`config.mk`:
```
export PLATFORM = sky130hd
export DESIGN_NAME = fault_supervisor
export DESIGN_NICKNAME = d
export VERILOG_FILES = /design/src/hw/fault_sup_pkg.sv /design/src/hw/fault_supervisor.sv /design/src/hw/sync3.sv /design/src/hw/low_timer.sv
export SDC_FILE = /design/constraint.sdc
export NUM_CORES = 1
export LEC_CHECK = 0
export BUFFER_PORTS_ARGS = -buffer_cell sky130_fd_sc_hd__buf_2
export CORE_MARGIN = 2
export CORE_UTILIZATION = 60
export DETAILED_ROUTE_END_ITERATION = 12
export HOLD_SLACK_MARGIN = 0.05
export PLACE_DENSITY = 0.78
export SETUP_SLACK_MARGIN = 0.5
export SYNTH_ARGS = -nofsm -noshare
export SYNTH_HDL_FRONTEND = slang
export SYNTH_SLANG_ARGS = --single-unit
```
`constraint.sdc`:
```
create_clock -name i_clk -period 1.9 [get_ports i_clk]
set_input_delay 0.38 -clock i_clk [delete_from_list [all_inputs] [get_ports i_clk]]
set_output_delay 0.38 -clock i_clk [all_outputs]
set_load 0.05 [all_outputs]
```
`src/hw/fault_sup_pkg.sv`:
```
// shared constants and carrier types for the led driver fault supervisor
// assumes a single 20 mhz system clock; no software-visible registers
package fault_sup_pkg;
   // ----------------------------------------
   // timing
   // ----------------------------------------
   localparam int CLK_MHZ = 20;
   localparam int SYNC_LOW_NS = 7000;            // long-low on sync pin
   localparam int SYNC_LOW_CYC = (SYNC_LOW_NS * CLK_MHZ + 999) / 1000;
   localparam int UV_FALL_NS = 50000;            // falling undervoltage_lockout filter
   localparam int UV_FALL_CYC = (UV_FALL_NS * CLK_MHZ + 999) / 1000;
   localparam int OC2X_NS = 3000;                // 2x shutdown bound
   localparam int OC2X_CYC = (OC2X_NS * CLK_MHZ) / 1000;
   localparam int OC1X_BOUND = 10000;            // switching cycles in 1x mode
   localparam int EN_LOW_CYC = 32750;            // enable long-low count
   localparam int CNT_W = 16;
   localparam int SYNC_W = 3;
   localparam int STRINGS = 4;
   // ----------------------------------------
   // carriers
   // ----------------------------------------
   typedef struct packed {
      logic ovp_trip;      // primary overvoltage comparator, high = trip
      logic sw_ovp;        // switch node overvoltage detector
      logic ilim;          // cycle-by-cycle current limit comparator
      logic ilim2;         // secondary switch overcurrent comparator
      logic oc1x;          // input current above 1x limit
      logic oc2x;          // input current above 2x limit
      logic uv_rise_ok;    // supply above rising threshold
      logic sense_ok;      // sense pin above rising threshold
      logic uv_fall;       // supply below falling threshold
      logic vin_low;       // supply below 4.35 v
   } comp_t;
   typedef struct packed {
      logic boost_en;
      logic cycle_kill;
      logic disc_on;
      logic sinks_on;
   } drive_t;
   typedef enum logic [2:0] {
      ST_SHUT = 3'b000,
      ST_DETECT = 3'b001,
      ST_RUN = 3'b010,
      ST_LATCH = 3'b011
   } state_t;
endpackage

```
`src/hw/fault_supervisor.sv`:
```
// fault supervisor for a boost led driver: gates boost, disconnect and sinks
// assumes comparator inputs and host pins are asynchronous, clock is 20 mhz
`timescale 1ns/100ps
module fault_supervisor
   import fault_sup_pkg::*;
(
   // clock and reset
   input wire logic i_clk,
   input wire logic i_rst_b,
   // analog comparator outputs, detection done and switching clock
   input wire comp_t i_comp,
   input wire logic [STRINGS-1:0] i_string_reg,
   input wire logic i_detect_done,
   input wire logic i_sw_cycle,
   // host pins
   input wire logic i_enable_pin,
   input wire logic i_freq_set_sync_pin,
   // power stage controls and host flags
   output drive_t o_drive,
   output logic [STRINGS-1:0] o_sink_en,
   output logic o_fault_b,
   output logic o_low_power
);
   // ----------------------------------------
   // synchronisers
   // ----------------------------------------
   comp_t comp;
   logic [STRINGS-1:0] str_reg;
   logic en_pin;
   logic sync_pin;
   logic det_done;
   logic sw_cyc;
   logic sync_low;
   logic en_low_done;
   logic uv_fall_done;
   // one wide synchroniser keeps every input aligned to the same edge;
   // the price is a lag of four to five cycles on every comparator
   sync3 #(
      .W($bits(comp_t) + STRINGS + 4)
   ) u_sync (
      .i_clk(i_clk),
      .i_rst_b(i_rst_b),
      .i_async({i_comp, i_string_reg, i_enable_pin, i_freq_set_sync_pin,
                i_detect_done, i_sw_cycle}),
      .o_sync({comp, str_reg, en_pin, sync_pin, det_done, sw_cyc})
   );
   // ----------------------------------------
   // long-low and glitch filters
   // ----------------------------------------
   // the sync pin reads low for a few cycles after reset while the
   // synchroniser fills; that is far shorter than the long-low limit
   low_timer #(
      .LIMIT(CNT_W'(SYNC_LOW_CYC))
   ) u_sync_low (
      .i_clk(i_clk),
      .i_rst_b(i_rst_b),
      .i_level(!sync_pin),
      .o_done(sync_low)
   );
   low_timer #(
      .LIMIT(CNT_W'(EN_LOW_CYC))
   ) u_en_low (
      .i_clk(i_clk),
      .i_rst_b(i_rst_b),
      .i_level(!en_pin),
      .o_done(en_low_done)
   );
   low_timer #(
      .LIMIT(CNT_W'(UV_FALL_CYC))
   ) u_uv_fall (
      .i_clk(i_clk),
      .i_rst_b(i_rst_b),
      .i_level(comp.uv_fall),
      .o_done(uv_fall_done)
   );
   // ----------------------------------------
   // state and latched faults
   // ----------------------------------------
   state_t state;
   state_t next_state;
   logic supply_ok;
   logic uv_shut;
   logic hard_fault;
   logic latched;
   logic oc1x_act;
   logic oc1x_exp;
   logic [CNT_W-1:0] oc1x_cnt;
   logic [STRINGS-1:0] string_off;
   logic sw_cyc_d;
   // a level on the supply comparators; both must agree to power up
   assign supply_ok = comp.uv_rise_ok && comp.sense_ok;
   assign uv_shut = uv_fall_done || comp.vin_low;
   // latching sources; 2x path uses synchronised level, well inside 3 us
   assign hard_fault = comp.sw_ovp || comp.ilim2 || comp.oc2x || oc1x_exp;
   // fault memory: set wins, cleared only by full shutdown
   always_ff @(posedge i_clk) begin
      if (!i_rst_b) begin
         latched <= 1'b0;
      end else if (hard_fault && state != ST_SHUT) begin
         latched <= 1'b1;
      end else if (en_low_done || uv_shut) begin
         latched <= 1'b0;
      end
   end
   // state sequencing
   always_comb begin
      next_state = state;
      case (state)
         ST_SHUT: begin
            if (en_pin && supply_ok && !latched) begin
               next_state = ST_DETECT;
            end
         end
         ST_DETECT: begin
            if (det_done) begin
               next_state = ST_RUN;
            end
         end
         ST_RUN: begin
            if (hard_fault) begin
               next_state = ST_LATCH;
            end
         end
         ST_LATCH: begin
            next_state = ST_LATCH;
         end
         default: begin
            next_state = ST_SHUT;
         end
      endcase
      if (en_low_done || uv_shut || sync_low) begin
         next_state = ST_SHUT;
      end else if (hard_fault && state != ST_SHUT) begin
         next_state = ST_LATCH;
      end
   end
   always_ff @(posedge i_clk) begin
      if (!i_rst_b) begin
         state <= ST_SHUT;
      end else begin
         state <= next_state;
      end
   end
   // ----------------------------------------
   // 1x overcurrent window, counted in switching cycles
   // ----------------------------------------
   always_ff @(posedge i_clk) begin
      if (!i_rst_b) begin
         sw_cyc_d <= 1'b0;
      end else begin
         sw_cyc_d <= sw_cyc;
      end
   end
   // counts rising edges of the switching clock, not system clocks,
   // so the window follows the real switching frequency
   always_ff @(posedge i_clk) begin
      if (!i_rst_b || !comp.oc1x || state != ST_RUN) begin
         oc1x_cnt <= '0;
         oc1x_act <= 1'b0;
         oc1x_exp <= 1'b0;
      end else begin
         oc1x_act <= 1'b1;
         if (sw_cyc && !sw_cyc_d && oc1x_cnt != CNT_W'(OC1X_BOUND)) begin
            oc1x_cnt <= oc1x_cnt + 16'h0001;
         end
         oc1x_exp <= (oc1x_cnt == CNT_W'(OC1X_BOUND));
      end
   end
   // ----------------------------------------
   // open string removal after overvoltage
   // ----------------------------------------
   always_ff @(posedge i_clk) begin
      if (!i_rst_b || state == ST_SHUT) begin
         string_off <= '0;
      end else if (comp.ovp_trip && state == ST_RUN) begin
         string_off <= string_off | ~str_reg;
      end
   end
   // ----------------------------------------
   // outputs, all registered
   // ----------------------------------------
   // outputs other than cycle_kill follow next_state so a fault turns them off one edge sooner
   always_ff @(posedge i_clk) begin
      if (!i_rst_b) begin
         o_drive <= '0;
         o_sink_en <= '0;
      end else begin
         // boost resumes by itself once overvoltage clears
         o_drive.boost_en <= (next_state == ST_RUN) && !comp.ovp_trip;
         o_drive.cycle_kill <= comp.ilim;
         o_drive.disc_on <= (next_state == ST_RUN) || (next_state == ST_DETECT);
         o_drive.sinks_on <= (next_state == ST_RUN);
         o_sink_en <= (next_state == ST_RUN) ? ~string_off : '0;
      end
   end
   // active-low flag: latched fault or live 1x condition
   always_ff @(posedge i_clk) begin
      if (!i_rst_b) begin
         o_fault_b <= 1'b1;
      end else begin
         o_fault_b <= !(latched || next_state == ST_LATCH ||
                        (comp.oc1x && state == ST_RUN));
      end
   end
   // low-power flag: set by enable long-low, dropped when enable returns
   always_ff @(posedge i_clk) begin
      if (!i_rst_b) begin
         o_low_power <= 1'b0;
      end else if (en_low_done) begin
         o_low_power <= 1'b1;
      end else if (en_pin) begin
         o_low_power <= 1'b0;
      end
   end
endmodule

```
`src/hw/sync3.sv`:
```
// three-flop synchroniser with agreement of the last two stages
// assumes the input is asynchronous to i_clk
`timescale 1ns/100ps
module sync3
   import fault_sup_pkg::*;
#(
   parameter int W = 1
) (
   // clock and reset
   input wire logic i_clk,
   input wire logic i_rst_b,
   // data
   input wire logic [W-1:0] i_async,
   output logic [W-1:0] o_sync
);
   logic [W-1:0] s1;
   logic [W-1:0] s2;
   logic [W-1:0] s3;
   // ----------------------------------------
   // stages; first flop feeds only the second
   // ----------------------------------------
   always_ff @(posedge i_clk) begin
      if (!i_rst_b) begin
         s1 <= '0;
         s2 <= '0;
         s3 <= '0;
      end else begin
         s1 <= i_async;
         s2 <= s1;
         s3 <= s2;
      end
   end
   // output changes only where stages two and three agree
   always_ff @(posedge i_clk) begin
      if (!i_rst_b) begin
         o_sync <= '0;
      end else begin
         for (int i = 0; i < W; i++) begin
            if (s2[i] == s3[i]) begin
               o_sync[i] <= s3[i];
            end
         end
      end
   end
endmodule

```
`src/hw/low_timer.sv`:
```
// counts consecutive cycles of a level and flags when a limit is passed
// assumes a synchronised input
`timescale 1ns/100ps
module low_timer
   import fault_sup_pkg::*;
#(
   parameter logic [CNT_W-1:0] LIMIT = 16'h0001
) (
   // clock and reset
   input wire logic i_clk,
   input wire logic i_rst_b,
   // level and result
   input wire logic i_level,
   output logic o_done
);
   logic [CNT_W-1:0] cnt;
   // saturating run counter, cleared when the level drops
   always_ff @(posedge i_clk) begin
      if (!i_rst_b || !i_level) begin
         cnt <= '0;
      end else if (cnt != LIMIT) begin
         cnt <= cnt + 16'h0001;
      end
   end
   always_ff @(posedge i_clk) begin
      if (!i_rst_b) begin
         o_done <= 1'b0;
      end else begin
         o_done <= i_level && (cnt == LIMIT);
      end
   end
endmodule

```
==> impl_metrics.py <==
metrics = {
    "run_status": {
        "status": "complete, no violations",
    },
    "sta": {
        "fin_crit_ns": 1.67,
        "rsz0062_at_grt": "true",
        "hold_viol": 0,
        "finalCritPeriodShare_pct": 87.8,
        "fmax_ghz": 0.599,
        "final-setup-viol-count": 0,
        "finalSetupTns_ns": 0,
        "slew_viol_final": 0,
        "finalClockSkew_ns": 0.00605,
    },
    "worst_setup_path": {
        "worst-path-max-fanout": 6,
        "endpoint_kind": "flop",
        "timing.rr.start": "oc1x_cnt[1]$_SDFFE_PP0P_",
        "crit_start": "oc1x_cnt[1]$_SDFFE_PP0P_",
        "crit_type": "reg -> reg",
        "worstPathArrival_ns": 2.14,
        "startpoint_type": "flop",
        "cp_data_required_time_ns": 2.37,
    },
    "logic_synthesis": {
        "synth.avg_cell_area_um2": 9.55,
        "synthCells": 627,
        "yosysSeqAreaShare_pct": 53.1,
        "synth-async-reset-ratio_pct": 0,
        "synth_area_um2": 5990,
        "synth_nets": 655,
        "ys_ff_latch": 159,
        "synth_top_area_share_pct": 53.1,
        "yosysWarnings": 0,
        "synth-edff-count": 0,
        "dominantRegCellSynth": "dfxtp_1",
        "synthTopCellsByArea": "dfxtp_1 53%, and2_1 6.5%, nor2_1 3.9%, xor2_1 3.2%, nand2_1 3.0%",
        "yosys.cell_types.count": 52,
        "synth_top_area_cell": "dfxtp_1",
    },
    "cells_and_area": {
        "multi_input_area_um2": 3100,
        "fill_cells": 528,
        "drive_above_1_share_pct": 33.2,
        "synthToLayoutAreaGrowth_pct": 35.4,
        "ff_latch_area_um2": 3310,
        "finalNetCount": 760,
        "design_area_um2": 8110,
        "antenna_cells": 0,
    },
    "route": {
        "post_drt_wl_per_cell_um": 16.1,
        "dr.first_iter.drc_count": 210,
        "ant_nets": 0,
        "drc": 0,
        "drt-pass1-iter-count": 5,
        "avgViaCountPerCell": 5.61,
        "wl_met2_mm": 7.43,
        "route.met3.wl_um": 573,
        "wl_met1_mm": 5.75,
        "top_layer": "met4",
        "vias": 4917,
        "wl_mm": 14.1,
    },
    "floorplan": {
        "die_area_um2": 10800,
        "initial_core_util_pct": 61.6,
        "placementRows": 36,
        "design.core.area_um2": 9730,
        "fp.dieH_um": 104,
        "ios": 30,
        "die_w_um": 104,
    },
    "placement": {
        "port_buffers": 29,
        "hpwl_mm": 7.07,
        "gp_congestion": 0.835,
        "postPlaceCellArea_um2": 6410,
    },
    "grt": {
        "grt_pass1_wl_mm": 21.4,
        "track_usage_pct": 24.3,
        "antenna_found_initial": 0,
        "grt_pass1_vias": 4704,
        "grt_max_degree": 36,
        "overflow": 0,
    },
    "cts": {
        "cts_tree": "yes",
        "clkSlewWorstSetupHoldPaths_ns": 0.06,
        "cts_made_buffers": 17,
        "root_buffer": "clkbuf_8",
        "clk_path_buf_depth": 2,
        "clock_sinks": 159,
        "clock_latency_ns": 0.53,
        "cts_max_level": 4,
    },
    "pwr": {
        "vdd_drop_max_v": 0.000696,
        "leakage_nw": 3.10,
        "p_per_area_nw_per_um2": 879,
    },
    "flow_run": {
        "max_cap_violations": 0,
    },
    "min_path": {
        "min_from": "i_string_reg[1]",
        "hp-class": "in -> reg",
    },
}
-- stage by stage --
step	hold slack (ns)	util (%)	cells	setup slack, ns	power, W
2_1_floorplan	0.393	-	627	0.338	0.00362
3_3_place_gp	0.407	65.9	783	0.302	0.00367
3_5_place_dp	0.409	65.9	783	0.197	0.00368
4_1_cts	0.0519	78.9	854	0.250	0.00715
5_1_grt	0.0511	83.3	877	0.176	0.00735
6_report	0.0716	83.3	877	0.231	0.00713
-- path summary, 6_finish.rpt --
path	to	slack (ns)	cells after the start
max	oc1x_exp$_SDFF_PP0_	0.23	7
min	u_sync.s1[5]$_SDFF_PN0_	0.07	2
max reg2reg	oc1x_exp$_SDFF_PP0_	0.23	7
min reg2reg	o_sink_en[1]$_SDFF_PN0_	0.42	1
-- where the power goes --
part,total [W],internal (W),switching [W]
Clock,0.00346,0.00216,0.00131
Combinational,0.000255,0.000136,0.000118
Sequential,0.00341,0.00337,0.0000444
-- registers in the layout, summed over array words and instances (netlist names), 3 cells and up --
| signal | flops |
|---|---|
| u_sync_low.cnt | 16 |
| u_en_low.cnt | 16 |
| u_sync.s3 | 18 |
| o_drive | 4 |
| u_uv_fall.cnt | 16 |
| oc1x_cnt | 16 |
| string_off | 4 |
| u_sync.o_sync | 18 |
| state | 3 |
| o_sink_en | 4 |
| u_sync.s1 | 18 |
| u_sync.s2 | 18 |
-- critical path: stages, from the launching register on --
cell and delay [ns]:
dfxtp_4 0.37, inv_2 0.07, ha_4 0.10, or3b_4 0.37, nor4_4 0.25, buf_4 0.19
buf_4 0.12, and2_1 0.13
-- cells by family after synthesis --
family / Yosys count / share of synthesized area (%)
AND/OR/NAND/NOR: 292 / 27.4
other: 1 / 0.0626
multiplexers: 5 / 0.836
flip-flops: 159 / 53.1
adder cells (fa/ha/maj): 8 / 1.67
XOR/XNOR: 37 / 5.41
buffers and inverters: 35 / 2.19
AO/OA/AOI/OAI: 90 / 9.28
-- repair_timing --
item                       CTS  global route
hold buffers                13             0
setup endpoints to repair   53            64
buffers inserted            27            23
pin swaps                   28            49
gates resized for setup    109            74
hold endpoints to repair    13             0
-- final cells by class --
type / instances / area share (%)
multi-input cells: 433 / 38.2
flip-flops and latches: 159 / 40.8
inverters: 20 / 1.08
clock buffers: 20 / 5.37
repair buffers: 101 / 10.4
clock inverters: 11 / 2.04
well taps: 133 / 2.05
-- cell usage after synthesis (all sizes together), types with 2 or more instances --
| cell | count |
|---|---|
| and4 | 7 |
| nand4b | 3 |
| or3b | 2 |
| a21boi | 18 |
| o21ai | 31 |
| nor3 | 12 |
| or3 | 13 |
| nand2b | 5 |
| clkbuf | 15 |
| nor4bb | 2 |
| nand3 | 16 |
| nor4 | 9 |
| nand4 | 24 |
| or4 | 5 |
| ha | 8 |
| and2 | 63 |
| dfxtp | 159 |
| and3b | 3 |
| nand3b | 4 |
| mux2i | 5 |
| xnor2 | 15 |
| o211ai | 2 |
| nor4b | 3 |
| a21oi | 22 |
| nor2 | 62 |
| and3 | 2 |
| o31ai | 3 |
| nand2 | 48 |
| inv | 20 |
| nor2b | 3 |
| a31o | 5 |
| o21a | 2 |
| xor2 | 22 |
| or4b | 2 |
-- cell usage in the layout (no fill, tap or decap), drive strengths merged, types with 15 or more instances in the layout --
master    n
a21boi   18
a21oi    22
and2     63
buf      88
clkbuf   20
dfxtp   159
inv      20
nand2    48
nand3    16
nand4    24
nor2     62
o21ai    31
xnor2    15
xor2     22
-- metal layers --
layer  GRT usage (%)  vias up
met4            8.49        0
met2            43.0      133
met1            28.3     2372
met5               0        -
li1                -     2377
met3            6.52       35
Note: power is estimated with default switching activity, not from simulation.
